$ cat src/core/wkd_pkg.sv
// How it works
// - each wake pin raises an event on rising and on falling edges
// - event drives interrupt in normal/stop, wake-up in sleep/fail-safe
// - per-pin static sense (always on) or cyclic sense (window only)
// - filter starts on a level change, accepts if stable for filter time
// - per-pin filter select applies in static and cyclic sense alike
// - per-pin wake enable; a disabled pin makes no wake events
// - each accepted event sets its pin's sticky wake status bit
// - pin level status register shows each pin's present level
// - in cyclic sense the level status shows the last window sample
// - no level readback on pin 4 as pacing input or pin 2 as fail output
// - pull select 00 none, 01 pull-down, 10 pull-up; reset is 00
// - pull select 11 follows the pin: pull-up when high, down when low
// - pin 5 ignores pull select and has its pull-up on at all times outside reset
// - init to normal: static enabled pin already high sets status, irq
// - pin 4 may serve as pacing input for high-side on-times
// - pacing selected on pin 4: its wake bits ignored, no wake-up
package wkd_pkg;

    localparam int          NPINS        = 5;
    localparam int          PACE_PIN     = 3;
    localparam int          FAIL_PIN     = 1;
    localparam int          SUPPLY_PIN   = 4;
    localparam int          CNT_W        = 12;

    // register byte offsets
    localparam logic [7:0]  OFS_CTRL0    = 8'h00;
    localparam logic [7:0]  OFS_STAT     = 8'h14;
    localparam logic [7:0]  OFS_MASK     = 8'h18;
    localparam logic [7:0]  OFS_LEVEL    = 8'h1C;
    localparam logic [7:0]  OFS_CONF     = 8'h20;

    // per-pin control register fields, plus the fail output bit of the config register
    localparam int          F_EN_LSB     = 0;
    localparam int          F_CYC        = 2;
    localparam int          F_FILT_LSB   = 3;
    localparam int          F_PULL_LO    = 6;
    localparam int          F_PULL_HI    = 7;
    localparam int          F_FAILOUT    = 0;

    localparam logic [7:0]  RST_CTRL     = 8'h00;
    localparam logic [4:0]  RST_MASK     = 5'h00;
    localparam logic        RST_FAILOUT  = 1'b1;

    localparam logic [1:0]  EN_OFF       = 2'b00;
    localparam logic [1:0]  EN_WAKE      = 2'b01;
    localparam logic [1:0]  EN_PACE      = 2'b10;

    typedef enum logic [2:0] {
        WKD_INIT     = 3'b000,
        WKD_NORMAL   = 3'b001,
        WKD_STOP     = 3'b010,
        WKD_SLEEP    = 3'b011,
        WKD_FAILSAFE = 3'b100
    } wkd_mode_t;

    // filter times in ns and derived cycle counts
    localparam int          CLK_NS       = 100;
    localparam int          FILT_NS0     = 16000;
    localparam int          FILT_NS1     = 32000;
    localparam int          FILT_NS2     = 64000;
    localparam int          FILT_NS3     = 128000;
    localparam int          FILT_NS4     = 192000;
    localparam int          FILT_NS5     = 256000;
    localparam int          FILT_NS6     = 320000;
    localparam int          FILT_NS7     = 384000;

    function automatic logic [CNT_W-1:0] wkd_cyc(input int t_ns);
        wkd_cyc = CNT_W'((t_ns + CLK_NS - 1) / CLK_NS);
    endfunction : wkd_cyc

    function automatic logic [CNT_W-1:0] wkd_filt_cycles(
        input logic [2:0] sel);
        unique case (sel)
            3'd0: wkd_filt_cycles = wkd_cyc(FILT_NS0);
            3'd1: wkd_filt_cycles = wkd_cyc(FILT_NS1);
            3'd2: wkd_filt_cycles = wkd_cyc(FILT_NS2);
            3'd3: wkd_filt_cycles = wkd_cyc(FILT_NS3);
            3'd4: wkd_filt_cycles = wkd_cyc(FILT_NS4);
            3'd5: wkd_filt_cycles = wkd_cyc(FILT_NS5);
            3'd6: wkd_filt_cycles = wkd_cyc(FILT_NS6);
            3'd7: wkd_filt_cycles = wkd_cyc(FILT_NS7);
        endcase
    endfunction : wkd_filt_cycles

endpackage : wkd_pkg

$ cat src/core/wkd_filt_if.sv
interface wkd_filt_if;
    import wkd_pkg::*;
    logic             level;
    logic             active;
    logic [CNT_W-1:0] limit;
    logic             evt;
    logic             stable;

    modport ctl (output level, output active, output limit,
                 input  evt,   input  stable);
    modport flt (input  level, input  active, input  limit,
                 output evt,   output stable);
endinterface : wkd_filt_if

$ cat src/core/wkd_filter.sv
module wkd_filter
    import wkd_pkg::*;
(
    // clock and reset
    input  wire logic clock,
    input  wire logic reset,
    // filter channel
    wkd_filt_if.flt   ch
);

    typedef struct packed {
        logic [CNT_W-1:0] cnt;
        logic             stable;
        logic             evt;
    } wkd_filt_t;

    wkd_filt_t s_q;
    wkd_filt_t s_d;

    always_comb begin
        s_d     = s_q;
        s_d.evt = 1'b0;
        if (!ch.active) begin
            s_d.cnt = '0;
        end else if (ch.level != s_q.stable) begin
            if (s_q.cnt >= ch.limit - CNT_W'(1)) begin
                s_d.cnt    = '0;
                s_d.stable = ch.level;
                s_d.evt    = 1'b1;
            end else begin
                s_d.cnt = s_q.cnt + CNT_W'(1);
            end
        end else begin
            s_d.cnt = '0;
        end
    end

    always_ff @(posedge clock) begin
        if (reset) begin
            s_q <= '0;
        end else begin
            s_q <= s_d;
        end
    end

    assign ch.evt    = s_q.evt;
    assign ch.stable = s_q.stable;

endmodule : wkd_filter

$ cat src/core/wkd_top.sv
// The register offsets and the plain strobed port were chosen for this implementation.
module wkd_top
    import wkd_pkg::*;
(
    // clock and reset
    input  wire logic        clock,
    input  wire logic        reset,
    // register port
    input  wire logic [7:0]  reg_addr,
    input  wire logic [31:0] reg_wdata,
    input  wire logic        reg_write,
    input  wire logic        reg_read,
    output logic      [31:0] reg_rdata,
    // device state
    input  wire logic [2:0]  device_mode,
    input  wire logic        cyclic_window,
    // wake pin comparators
    input  wire logic [4:0]  wake_pin,
    // pull current controls
    output logic      [4:0]  pull_up_en,
    output logic      [4:0]  pull_down_en,
    // events, pacing and fail output select
    output logic             irq,
    output logic             wake_up,
    output logic             pacing_level,
    output logic             fail_safe_output_sel
);

    typedef struct packed {
        logic [NPINS-1:0][7:0] ctrl;
        logic [NPINS-1:0]      stat;
        logic [NPINS-1:0]      mask;
        logic                  failout;
        logic [NPINS-1:0]      samp;
        logic [31:0]           rdata;
        logic [2:0]            mode_prev;
        logic [NPINS-1:0]      sync1;
        logic [NPINS-1:0]      sync2;
        logic                  wake;
        logic                  irq;
        logic                  pace;
        logic [NPINS-1:0]      pu;
        logic [NPINS-1:0]      pd;
    } wkd_state_t;

    wkd_state_t s_q;
    wkd_state_t s_d;

    logic [NPINS-1:0] evt;
    logic [NPINS-1:0] active;
    logic [NPINS-1:0] wake_en;
    logic [NPINS-1:0] cyclic;
    logic [NPINS-1:0] level_view;

    function automatic logic reg_hit(input logic [7:0] a,
                                     input logic [7:0] ofs);
        reg_hit = (a == ofs);
    endfunction : reg_hit

    function automatic logic is_ctrl(input logic [7:0] a,
                                     input int         idx);
        is_ctrl = (a == OFS_CTRL0 + 8'(idx * 4));
    endfunction : is_ctrl

    // per-pin decode of enable and sense mode
    always_comb begin
        for (int i = 0; i < NPINS; i++) begin
            wake_en[i] = (s_q.ctrl[i][F_EN_LSB+:2] == EN_WAKE);
            cyclic[i]  = s_q.ctrl[i][F_CYC];
        end
        if (s_q.ctrl[PACE_PIN][F_EN_LSB+:2] == EN_PACE) begin
            wake_en[PACE_PIN] = 1'b0;
            cyclic[PACE_PIN]  = 1'b0;
        end
        if (s_q.failout) begin
            wake_en[FAIL_PIN] = 1'b0;
        end
        for (int i = 0; i < NPINS; i++) begin
            active[i] = wake_en[i] && (!cyclic[i] || cyclic_window);
        end
    end

    // one filter per pin
    generate
        for (genvar g = 0; g < NPINS; g++) begin : g_pin
            wkd_filt_if u_ch ();

            assign u_ch.level  = s_q.sync2[g];
            assign u_ch.active = active[g];
            assign u_ch.limit  =
                wkd_filt_cycles(s_q.ctrl[g][F_FILT_LSB+:3]);
            assign evt[g]      = u_ch.evt;

            wkd_filter u_filt (
                .clock (clock),
                .reset (reset),
                .ch    (u_ch.flt)
            );
        end
    endgenerate

    // level view for readback
    always_comb begin
        for (int i = 0; i < NPINS; i++) begin
            level_view[i] = cyclic[i] ? s_q.samp[i] : s_q.sync2[i];
        end
        // no readback for pace or fail
        if (s_q.ctrl[PACE_PIN][F_EN_LSB+:2] == EN_PACE) begin
            level_view[PACE_PIN] = 1'b0;
        end
        if (s_q.failout) begin
            level_view[FAIL_PIN] = 1'b0;
        end
    end

    always_comb begin
        logic [NPINS-1:0] set;
        logic [NPINS-1:0] clr;
        logic             ev_mode;
        set     = '0;
        clr     = '0;
        ev_mode = 1'b0;
        s_d     = s_q;

        s_d.sync1 = wake_pin;
        s_d.sync2 = s_q.sync1;

        for (int i = 0; i < NPINS; i++) begin
            if (cyclic_window) begin
                s_d.samp[i] = s_q.sync2[i];
            end
        end

        set = evt & wake_en;

        if (device_mode == WKD_NORMAL && s_q.mode_prev == WKD_INIT) begin
            for (int i = 0; i < NPINS; i++) begin
                if (wake_en[i] && !cyclic[i] && s_q.sync2[i]) begin
                    set[i] = 1'b1;
                end
            end
        end
        s_d.mode_prev = device_mode;

        // register writes
        if (reg_write) begin
            for (int i = 0; i < NPINS; i++) begin
                if (is_ctrl(reg_addr, i)) begin
                    s_d.ctrl[i] = reg_wdata[7:0];
                end
            end
            if (reg_hit(reg_addr, OFS_MASK)) begin
                s_d.mask = reg_wdata[NPINS-1:0];
            end
            if (reg_hit(reg_addr, OFS_CONF)) begin
                s_d.failout = reg_wdata[F_FAILOUT];
            end
        end

        // register reads, data one cycle later
        s_d.rdata = '0;
        if (reg_read) begin
            for (int i = 0; i < NPINS; i++) begin
                if (is_ctrl(reg_addr, i)) begin
                    s_d.rdata[7:0] = s_q.ctrl[i];
                end
            end
            if (reg_hit(reg_addr, OFS_STAT)) begin
                s_d.rdata[NPINS-1:0] = s_q.stat;
                clr = s_q.stat;
            end
            if (reg_hit(reg_addr, OFS_MASK)) begin
                s_d.rdata[NPINS-1:0] = s_q.mask;
            end
            if (reg_hit(reg_addr, OFS_LEVEL)) begin
                s_d.rdata[NPINS-1:0] = level_view;
            end
            if (reg_hit(reg_addr, OFS_CONF)) begin
                s_d.rdata[F_FAILOUT] = s_q.failout;
            end
        end

        s_d.stat = (s_q.stat & ~clr) | set;

        ev_mode  = (device_mode == WKD_NORMAL) ||
                   (device_mode == WKD_STOP);
        s_d.irq  = ev_mode && |(s_d.stat & s_q.mask);
        s_d.wake = (device_mode == WKD_SLEEP ||
                    device_mode == WKD_FAILSAFE) && |set;

        s_d.pace = (s_q.ctrl[PACE_PIN][F_EN_LSB+:2] == EN_PACE) &&
                   s_q.sync2[PACE_PIN];

        // pull current sources
        for (int i = 0; i < NPINS; i++) begin
            unique case ({s_q.ctrl[i][F_PULL_HI], s_q.ctrl[i][F_PULL_LO]})
                2'b00: begin
                    s_d.pu[i] = 1'b0;
                    s_d.pd[i] = 1'b0;
                end
                2'b01: begin
                    s_d.pu[i] = 1'b0;
                    s_d.pd[i] = 1'b1;
                end
                2'b10: begin
                    s_d.pu[i] = 1'b1;
                    s_d.pd[i] = 1'b0;
                end
                2'b11: begin
                    s_d.pu[i] = s_q.sync2[i];
                    s_d.pd[i] = !s_q.sync2[i];
                end
            endcase
        end
        if (s_q.ctrl[PACE_PIN][F_EN_LSB+:2] == EN_PACE) begin
            s_d.pu[PACE_PIN] = 1'b0;
            s_d.pd[PACE_PIN] = 1'b0;
        end
        s_d.pu[SUPPLY_PIN] = 1'b1;
        s_d.pd[SUPPLY_PIN] = 1'b0;
    end

    always_ff @(posedge clock) begin
        if (reset) begin
            s_q           <= '0;
            s_q.ctrl      <= {NPINS{RST_CTRL}};
            s_q.mask      <= RST_MASK;
            s_q.failout   <= RST_FAILOUT;
            s_q.mode_prev <= WKD_INIT;
        end else begin
            s_q <= s_d;
        end
    end

    assign reg_rdata            = s_q.rdata;
    assign pull_up_en           = s_q.pu;
    assign pull_down_en         = s_q.pd;
    assign irq                  = s_q.irq;
    assign wake_up              = s_q.wake;
    assign pacing_level         = s_q.pace;
    assign fail_safe_output_sel = s_q.failout;

endmodule : wkd_top

$ cat config.mk
export PLATFORM = sky130hd
export DESIGN_NAME = wkd_top
export DESIGN_NICKNAME = d
export VERILOG_FILES = /design/src/core/wkd_pkg.sv /design/src/core/wkd_filt_if.sv /design/src/core/wkd_filter.sv /design/src/core/wkd_top.sv
export SDC_FILE = /design/constraint.sdc
export NUM_CORES = 1
export LEC_CHECK = 0
export ABC_AREA = 0
export BUFFER_PORTS_ARGS = -buffer_cell sky130_fd_sc_hd__buf_4
export CORE_ASPECT_RATIO = 0.7
export CORE_MARGIN = 2
export CORE_UTILIZATION = 40
export DETAILED_ROUTE_END_ITERATION = 10
export PLACE_DENSITY = 0.64
export REMOVE_ABC_BUFFERS = 1
export SLEW_MARGIN = 20
export SYNTH_ARGS = -nofsm -noshare
export SYNTH_HDL_FRONTEND = slang
export SYNTH_SLANG_ARGS = --single-unit
$ cat constraint.sdc
create_clock -name clock -period 2.4 [get_ports clock]
set_input_delay 0.36 -clock clock [delete_from_list [all_inputs] [get_ports clock]]
set_output_delay 0.36 -clock clock [all_outputs]
set_load 0.02 [all_outputs]
==> impl_metrics.env, run 1 <==
export IMPL_timing_critical_path_mode_cell="ha_1"
export IMPL_hold_viol_final=0
export IMPL_vias=7028
export IMPL_worstSetupStartpointType="register"
export IMPL_grt_pass1_vias=6463
export IMPL_hold_class="in -> reg"
export IMPL_worst_slew_pin_transition_ns=0.8085
export IMPL_antenna_found_initial=0
export IMPL_grt_usage_pct=17.69
export IMPL_startpoint="g_pin[0].u_ch.limit[5]"
export IMPL_synth_most_common_cell="dfxtp_1"
export IMPL_cp_cell_sequence="inv_1 -> ha_1 -> ha_1 -> a21o_1 -> a2111oi_4 -> a221o_1 -> nand3_1 -> buf_4 -> nor2_1"
export IMPL_diodes=0
export IMPL_clock_path_buffers=2
export IMPL_max_slew_margin_pct=46.10
export IMPL_criticalPathCategory="reg -> reg"
export IMPL_met2_usage_pct=23.71
export IMPL_wirelength_um=21190
export IMPL_setup_tns_ns=0
export IMPL_finalCriticalPeriod_ns=2.264
export IMPL_crit_slowest_cell="dfxtp_2"
export IMPL_fp_dieW_um=186.4
export IMPL_clock_root_buffer="clkbuf_16"
export IMPL_async_reset_ff_share_pct=0
export IMPL_syn_avg_cell_area_sq_um=9.283
export IMPL_nets=1180
export IMPL_syn_inst=1004
export IMPL_ios=99
export IMPL_multi_input_area_sq_um=5032
export IMPL_first_pass_iters=5
export IMPL_grt_pass1_wl_um=34500
export IMPL_dieArea_sq_um=24560
export IMPL_p_per_area_nw_per_um2=588.0
export IMPL_endpoint="g_pin[0].u_filt.s_q[10]"
export IMPL_drt_iter0_markers=574
export IMPL_wl_per_cell_um=15.24
export IMPL_synth_seq_cells=194
export IMPL_grt_overflow_total=0
export IMPL_synth_edf_count=0
export IMPL_cts_inserted_buffers=17
export IMPL_met1_usage_pct=27.33
export IMPL_ctsHoldBuffers=0
export IMPL_h_tree_depth=4
export IMPL_yosys_top_cells_count="dfxtp_1, nor2_1, nand2_1"
export IMPL_leakage_nw=4.236
export IMPL_die_h_um=131.7
export IMPL_cts_sinks=194
export IMPL_cts_tree="yes"
export IMPL_critPathArrivalTime_ns=2.64
export IMPL_skew_ns=0.009523
export IMPL_clk_latency_ns=0.44
export IMPL_fmax_mhz=441.8
export IMPL_power_w=0.006289
export IMPL_ys_top_cells_by_area="dfxtp_1, ha_1, nor2_1"
export IMPL_regArea_sq_um=3889
export IMPL_fin_util_pct=47.04
export IMPL_finalCritPeriodShare_pct=94.32
export IMPL_path_max_fanout=12
export IMPL_reg2reg_slack_ns=0.14
export IMPL_rows=46
export IMPL_place_congestion=0.9300
export IMPL_yosysTopAreaCell="dfxtp_1"
export IMPL_ant_nets=0
export IMPL_required_ns=2.78
export IMPL_synth_top_flop_cell="dfxtp_1"
export IMPL_critical_path_top_delay_family="compound AO/OA/AOI/OAI gates"
export IMPL_cap_violations=0
export IMPL_setup_viol=0
export IMPL_critPathCaptureType="register"
export IMPL_syn_to_final_growth_pct=14.75
export IMPL_core_area_sq_um=22730
export IMPL_yosysWarnings=0
export IMPL_met3_usage_pct=4.915
export IMPL_synth_distinct_cells=66
export IMPL_drive_gt1_share_pct=14.56
export IMPL_status="complete, no violations"
export IMPL_grt_start_max_net_pins=44
export IMPL_path_depth=9
export IMPL_peakVddDrop_uv=495.3
export IMPL_reg2reg_depth=9
export IMPL_slew_violations=0
export IMPL_netlist_area_sq_um=9320
export IMPL_routed_via_density=5.056
export IMPL_drc=0
export IMPL_portBuffers=49
export IMPL_nFillCells=2142
export IMPL_ys_seq_area_share_pct=41.67
export IMPL_cpPeakStageDelay_ns=0.37
export IMPL_timing_rr_end="g_pin[0].u_filt.s_q[10]"
export IMPL_initial_core_util_pct=41.00
export IMPL_synth_top_area_share_pct=41.67
export IMPL_dp_hpwl_um=15830
export IMPL_clkSlewWorstSetupHoldPaths_ns=0.07
export IMPL_r2r_start="g_pin[0].u_ch.limit[5]"
export IMPL_busiest_layer="met1"
export IMPL_path_buf_inv=2
[layout by cell type, fill, tap and decap left out, types with 7 or more instances in the layout]
cell       instances
a21o_1             7
a21oi_1           43
a31oi_1            7
and2_1             9
and3_1            26
and4_1             8
buf_4             88
clkbuf_16         17
conb_1            25
dfxtp_1          190
ha_1              60
inv_1             36
mux2i_1           41
nand2_1           78
nand3_1           47
nand4_1            9
nor2_1           117
nor2b_1           26
nor3_1            36
o21ai_0           15
xnor2_1           35
xor2_1            45
[through the flow]
step	hold slack, ns	setup slack [ns]	cell area (sq um)	instances
after global routing	0.1197	-0.02318	10700	1390
after floorplan	0.4132	0.05880	8974	959
after CTS	0.1191	0.001163	10600	1388
after global placement	0.4220	0.1225	10030	1358
final	0.1290	0.1364	10700	1390
after detailed placement	0.4258	-0.03744	10030	1358
[report_power, final]
part | internal (W) | switching [W]
clock network | 0.00153 | 0.00125
registers | 0.00323 | 0.0000108
logic | 0.0000846 | 0.000179
total | 0.00485 | 0.00144
[timing repair]
item	4_1_cts	5_1_grt
endpoints found under the setup margin	13	64
buffers inserted	0	2
gates resized for setup	2	16
pin swaps	1	5
[final cells by class]
| type | count | share of cell area, % |
|---|---|---|
| Multi-Input combinational cell | 728 | 47.05 |
| Sequential cell | 194 | 36.36 |
| Timing Repair Buffer | 89 | 6.364 |
| Clock buffer | 18 | 4.013 |
| Tap cell | 312 | 3.650 |
| Inverter | 37 | 1.299 |
| Clock inverter | 12 | 1.263 |
[metal layers]
layer | part of all wire, % | up-vias
met3 | 8.7 | 13
met2 | 38 | 205
met4 | 0.75 | 0
met5 | 0 | -
met1 | 52 | 3277
li1 | - | 3533
[sequential cells by signal, summed over array words and instances (netlist names)]
register and flops:
fail_safe_output_sel 1, pull_up_en 5, s_q 54, s_d 5, g_pin.u_ch.level 5, g_pin.u_filt.s_q 60, g_pin.u_ch.limit 35, reg_rdata 8
g_pin.u_filt.ch.evt 5, pull_down_en 4, cyclic 4, g_pin.u_filt.ch.stable 5, pacing_level 1, wake_up 1, irq 1
[worst min path at each step]
stage	startpoint	end	cells after the start
after global routing	wake_pin[2]	s_d[15]	2
after CTS	wake_pin[2]	s_d[15]	2
after floorplan	g_pin[4].u_filt.s_q[2]	g_pin[4].u_filt.s_q[2]	1
after global placement	s_d[17]	g_pin[4].u_ch.level	1
final	wake_pin[1]	s_d[14]	2
after detailed placement	s_d[15]	g_pin[2].u_ch.level	1
[logic make-up after synthesis]
family | after synthesis | share of synthesized area [%]
other | 1 | 0.04024
AND/OR/NAND/NOR | 384 | 21.17
multiplexers | 50 | 5.893
AO/OA/AOI/OAI | 129 | 9.478
buffers and inverters | 106 | 6.175
XOR/XNOR | 80 | 7.518
flip-flops | 194 | 41.67
adder cells (fa/ha/maj) | 60 | 8.055
(Power assumes the default switching activity.)
==> inputs of run 2 (changes only) <==
- CORE_ASPECT_RATIO: 0.7 -> 1.5
==> run 2 against run 1 <==
  * Critical path depth stayed put
  * Highest routed layer unchanged
  * Final cell count fell by 2.6%
  * Register-to-register slack is essentially flat
  * Via count down 0.37%
  * Utilization is 1.2 points lower
  * Combinational power decreased by 2%
  * Cell area shrank 1.4%
==> impl_metrics.env, run 2 (synthesis gave the netlist of run 1 again) <==
export IMPL_fmax_mhz=443.8
export IMPL_die_h_um=191.0
export IMPL_critPathArrivalTime_ns=2.62
export IMPL_skew_ns=0.007543
export IMPL_dieArea_sq_um=24560
export IMPL_grt_start_max_net_pins=42
export IMPL_finalCritPeriodShare_pct=93.89
export IMPL_criticalPathCategory="reg -> reg"
export IMPL_antenna_found_initial=0
export IMPL_grt_setup_unrepaired="false"
export IMPL_final_common_cell="dfxtp_1"
export IMPL_grt_usage_pct=17.03
export IMPL_regMostFlops="g_pin.u_filt.s_q"
export IMPL_clkSlewWorstSetupHoldPaths_ns=0.07
export IMPL_min_from="wake_pin[2]"
export IMPL_place_congestion=0.9060
export IMPL_hold_class="in -> reg"
export IMPL_nFillCells=2231
export IMPL_worst_slew_pin_transition_ns=0.5896
export IMPL_critPathCaptureType="register"
export IMPL_core_area_sq_um=22970
export IMPL_hold_end="s_d[15]"
export IMPL_worstSetupStartpointType="register"
export IMPL_first_pass_iters=5
export IMPL_dp_hpwl_um=15470
export IMPL_status="complete, no violations"
export IMPL_hold_viol_final=0
export IMPL_portBuffers=49
export IMPL_clock_root_buffer="clkbuf_16"
export IMPL_path_buf_inv=2
export IMPL_critical_path_top_delay_family="compound AO/OA/AOI/OAI gates"
export IMPL_vias=7002
export IMPL_dpl_worst_slack_ns=0.07442
export IMPL_largest_register_ffs=60
export IMPL_drt_iter0_markers=385
export IMPL_required_ns=2.77
export IMPL_setup_viol=0
export IMPL_nets=1174
export IMPL_clk_latency_ns=0.43
export IMPL_timing_hold_ws_ns=0.1383
export IMPL_ant_nets=0
export IMPL_diodes=0
export IMPL_dpl_instance_area_sq_um=9932
export IMPL_path_max_fanout=12
export IMPL_rows=68
export IMPL_max_slew_margin_pct=60.69
export IMPL_reg2reg_slack_ns=0.15
export IMPL_grt_pass1_wl_um=32730
export IMPL_syn_to_final_growth_pct=13.10
export IMPL_clock_path_buffers=2
export IMPL_power_w=0.006283
export IMPL_grt_overflow_total=0
export IMPL_timing_critical_path_mode_cell="ha_1"
export IMPL_layout_common_cells="dfxtp_1, nor2_1, buf_4"
export IMPL_hold_depth=2
export IMPL_h_tree_depth=4
export IMPL_peakVddDrop_uv=535.8
export IMPL_cap_violations=0
export IMPL_final_area_sq_um=10540
export IMPL_cts_inserted_buffers=17
export IMPL_ios=99
export IMPL_finalCriticalPeriod_ns=2.253
export IMPL_fp_dieW_um=128.6
export IMPL_leakage_nw=4.196
export IMPL_cts_tree="yes"
export IMPL_setup_tns_ns=0
export IMPL_wirelength_um=20620
export IMPL_routed_via_density=5.171
export IMPL_drc=0
export IMPL_crit_slowest_cell="a2111oi_1"
export IMPL_wl_per_cell_um=15.23
export IMPL_grt_pass1_vias=6492
export IMPL_p_per_area_nw_per_um2=596.0
export IMPL_drive_gt1_share_pct=13.78
export IMPL_fin_ws_ns=0.1466
export IMPL_timing_rr_end="g_pin[1].u_filt.s_q[10]"
export IMPL_slew_violations=0
export IMPL_initial_core_util_pct=40.57
export IMPL_cts_sinks=194
export IMPL_cpPeakStageDelay_ns=0.38
export IMPL_reg2reg_depth=9
export IMPL_r2r_start="g_pin[1].u_ch.limit[5]"
export IMPL_cp_cell_sequence="inv_1 -> ha_1 -> ha_1 -> a21o_1 -> a2111oi_1 -> a221o_1 -> nand3_1 -> buf_4 -> nor2_1"
[run 2: cell types whose count changed in the layout (fill, tap and decap cells not counted), sizes merged]
| cell | change |
|---|---|
| clkinvlp | -2 |
| buf | -6 |
| inv | -1 |
| clkbuf | +2 |
| clkinv | +3 |
[run 2: metrics by stage]
step                utilization [%]  cells
floorplan                         -    959
finish                        45.89   1354
global route                  45.89   1354
detailed placement            43.24   1320
CTS                           45.71   1352
global placement              43.24   1320
[run 2: cell type report]
class	instances	area, sq um	area share (%)
Inverter	37	138.9	1.318
Timing Repair Buffer	83	623.1	5.911
Clock inverter	12	132.6	1.258
Multi-Input combinational cell	728	4972	47.17
Tap cell	280	350.3	3.323
Sequential cell	194	3887	36.88
Clock buffer	20	436.7	4.142
[run 2: worst max path at each step]
| stage | start | to | slack (ns) | cells after the start |
|---|---|---|---|---|
| 6_report | g_pin[1].u_ch.limit[5] | g_pin[1].u_filt.s_q[10] | 0.15 | 9 |
| 5_1_grt | g_pin[1].u_ch.limit[5] | g_pin[1].u_filt.s_q[5] | 0.01 | 9 |
| 4_1_cts | g_pin[1].u_ch.limit[5] | g_pin[1].u_filt.s_q[10] | 0.04 | 9 |
| 3_5_place_dp | g_pin[1].u_ch.limit[5] | g_pin[1].u_filt.s_q[10] | 0.07 | 9 |
| 3_3_place_gp | g_pin[1].u_ch.limit[5] | g_pin[1].u_filt.s_q[8] | 0.11 | 9 |
| 2_1_floorplan | reg_addr[5] | g_pin[2].u_ch.limit[8] | 0.06 | 7 |
[run 2: report_power, final]
group,leakage (nW),internal (W),switching (W)
sequential,1.56,0.00323,0.0000115
clock,0.276,0.00154,0.00124
combinational,2.36,0.0000811,0.000176
total,4.20,0.00485,0.00143
[run 2: layer usage]
layer  vias up  track usage [%]  routed length (um)
li1       3524                -                   -
met1      3309            19.78                8516
met2       144            30.50               10700
met3        25            3.247                 882
met4         0            6.898                 515
met5         -                0                   0
[run 2: repair_timing]
item                       4_1_cts  5_1_grt
setup buffers                    0        2
resized for setup                0       11
setup endpoints to repair        0       61
hold buffers                     0        0
==> inputs of run 3 (changes only) <==
==> constraint.sdc (replaced) <==
create_clock -name clock -period 2.4 [get_ports clock]
set_input_delay 0.12 -clock clock [delete_from_list [all_inputs] [get_ports clock]]
set_output_delay 0.12 -clock clock [all_outputs]
set_load 0.02 [all_outputs]
==> run 3 against run 2 <==
  * Sequential share of layout area is 0.40 points lower
  * Register-to-register slack about the same
  * Utilization rose by 0.48 points
  * Final cell count is 0.74% higher
  * Critical path depth stayed put
  * Flip-flop and latch count is the same
  * Cell area rose by 1.1%
  * Count of clock-buffer cells in the layout shrank 1
  * Combinational power grew 6%
==> impl_metrics.env, run 3 (synthesis gave the netlist of run 1 again) <==
export IMPL_status="complete, no violations"
export IMPL_slew_violations=0
export IMPL_regMostFlops="g_pin.u_filt.s_q"
export IMPL_r2r_start="g_pin[3].u_ch.limit[6]"
export IMPL_drt_iter0_markers=411
export IMPL_grt_pass1_vias=6598
export IMPL_portBuffers=49
export IMPL_grt_pass1_wl_um=32380
export IMPL_antenna_found_initial=0
export IMPL_hold_viol_final=0
export IMPL_wl_per_cell_um=15.00
export IMPL_setup_tns_ns=0
export IMPL_skew_ns=0.007874
export IMPL_worstSetupStartpointType="register"
export IMPL_hold_end="s_q[60]"
export IMPL_critPathCaptureType="register"
export IMPL_dieArea_sq_um=24560
export IMPL_clkSlewWorstSetupHoldPaths_ns=0.07
export IMPL_ant_nets=0
export IMPL_cts_sinks=194
export IMPL_grt_start_max_net_pins=54
export IMPL_criticalPathCategory="reg -> reg"
export IMPL_path_buf_inv=2
export IMPL_rows=68
export IMPL_required_ns=2.78
export IMPL_cts_tree="yes"
export IMPL_grt_usage_pct=17.01
export IMPL_dp_hpwl_um=15310
export IMPL_peakVddDrop_uv=492.6
export IMPL_finalCritPeriodShare_pct=93.27
export IMPL_grt_setup_unrepaired="false"
export IMPL_clock_root_buffer="clkbuf_16"
export IMPL_worst_slew_pin_transition_ns=0.6954
export IMPL_grt_overflow_total=0
export IMPL_fin_ws_ns=0.1614
export IMPL_finalCriticalPeriod_ns=2.239
export IMPL_max_slew_margin_pct=53.64
export IMPL_regArea_sq_um=3886
export IMPL_setup_viol=0
export IMPL_fmax_mhz=446.7
export IMPL_p_per_area_nw_per_um2=584.6
export IMPL_dpl_instance_area_sq_um=9894
export IMPL_syn_to_final_growth_pct=14.30
export IMPL_h_tree_depth=4
export IMPL_timing_rr_end="g_pin[3].u_filt.s_q[7]"
export IMPL_cpPeakStageDelay_ns=0.39
export IMPL_clk_latency_ns=0.45
export IMPL_min_from="cyclic_window"
export IMPL_timing_hold_ws_ns=0.05346
export IMPL_crit_slowest_cell="a2111oi_0"
export IMPL_nets=1184
export IMPL_drc=0
export IMPL_cp_cell_sequence="inv_1 -> ha_1 -> ha_1 -> a21o_1 -> a2111oi_0 -> a221o_1 -> nand3_1 -> buf_4 -> nor2_1"
export IMPL_path_max_fanout=12
export IMPL_critPathArrivalTime_ns=2.62
export IMPL_cts_inserted_buffers=17
export IMPL_fin_util_pct=46.37
export IMPL_layout_common_cells="dfxtp_1, nor2_1, nand2_1, buf_4, ha_1"
export IMPL_fp_dieW_um=128.6
export IMPL_core_area_sq_um=22970
export IMPL_clock_path_buffers=2
export IMPL_routed_via_density=5.088
export IMPL_die_h_um=191.0
export IMPL_leakage_nw=4.234
export IMPL_largest_register_ffs=60
export IMPL_vias=6940
export IMPL_hold_class="in -> reg"
export IMPL_cap_violations=0
export IMPL_drive_gt1_share_pct=13.28
export IMPL_dpl_worst_slack_ns=0.05853
export IMPL_nFillCells=2202
export IMPL_reg2reg_slack_ns=0.16
export IMPL_initial_core_util_pct=40.57
export IMPL_final_area_sq_um=10650
export IMPL_hold_depth=3
export IMPL_place_congestion=0.9025
export IMPL_diodes=0
export IMPL_ios=99
export IMPL_timing_critical_path_mode_cell="ha_1"
export IMPL_multi_input_area_sq_um=4982
export IMPL_final_common_cell="dfxtp_1"
export IMPL_first_pass_iters=6
export IMPL_wirelength_um=20460
export IMPL_reg2reg_depth=9
export IMPL_critical_path_top_delay_family="compound AO/OA/AOI/OAI gates"
run 3: cell types whose count changed in the layout (fill, tap and decap cells not counted), sizes merged:
cell         delta
dlygate4sd3    +15
inv             +6
buf             -5
clkinv          -4
bufinv          -2
clkbuf          -1
clkinvlp        +1
run 3: cell type report:
| type | count | share of cell area [%] |
|---|---|---|
| Inverter | 37 | 1.304 |
| Multi-Input combinational cell | 728 | 46.77 |
| Clock buffer | 19 | 4.158 |
| Sequential cell | 194 | 36.48 |
| Clock inverter | 13 | 1.092 |
| Tap cell | 280 | 3.289 |
| Timing Repair Buffer | 93 | 6.906 |
run 3: worst max-delay path by stage:
stage,start,to,slack (ns),cells after the start
2_1_floorplan,g_pin[1].u_ch.limit[5],g_pin[1].u_filt.s_q[10],0.21,8
5_1_grt,g_pin[3].u_ch.limit[6],g_pin[3].u_filt.s_q[13],0.002,9
3_3_place_gp,g_pin[1].u_ch.limit[5],g_pin[1].u_filt.s_q[8],0.12,9
3_5_place_dp,g_pin[1].u_ch.limit[5],g_pin[1].u_filt.s_q[6],0.06,9
6_report,g_pin[3].u_ch.limit[6],g_pin[3].u_filt.s_q[7],0.16,9
4_1_cts,g_pin[1].u_ch.limit[5],g_pin[1].u_filt.s_q[11],0.02,9
run 3: stage by stage:
step	cells	power, W
final	1364	0.006228
after global placement	1315	0.003568
after detailed placement	1315	0.003570
after floorplan	959	0.003415
after CTS	1362	0.006307
after global routing	1364	0.006441
run 3: per-layer routing:
layer	global-route usage, %	wire length, um	vias to the layer above
li1	-	-	3550
met2	30.40	10580	148
met5	0	0	-
met3	3.079	760	36
met1	19.36	8450	3206
met4	8.194	669	0
run 3: where the power goes:
group	switching, W	leakage (nW)	internal, W
combinational	0.000179	2.40	0.0000948
clock	0.00132	0.269	0.00139
sequential	0.0000113	1.56	0.00323
total	0.00151	4.23	0.00472
run 3: worst register-to-register path: cells and delay by family (launching register included):
kind	cells	cell delay, ns
simple gates	2	0.19
flops	1	0.35
buf+inv	2	0.24
compound gates	3	0.83
fa+ha+maj	2	0.57
run 3: repair_timing:
item                                    CTS  global route
hold buffers                             15             0
buffers inserted                          0             2
endpoints found under the setup margin    0            40
resized for setup                         0             9
hold endpoints to repair                 41             0
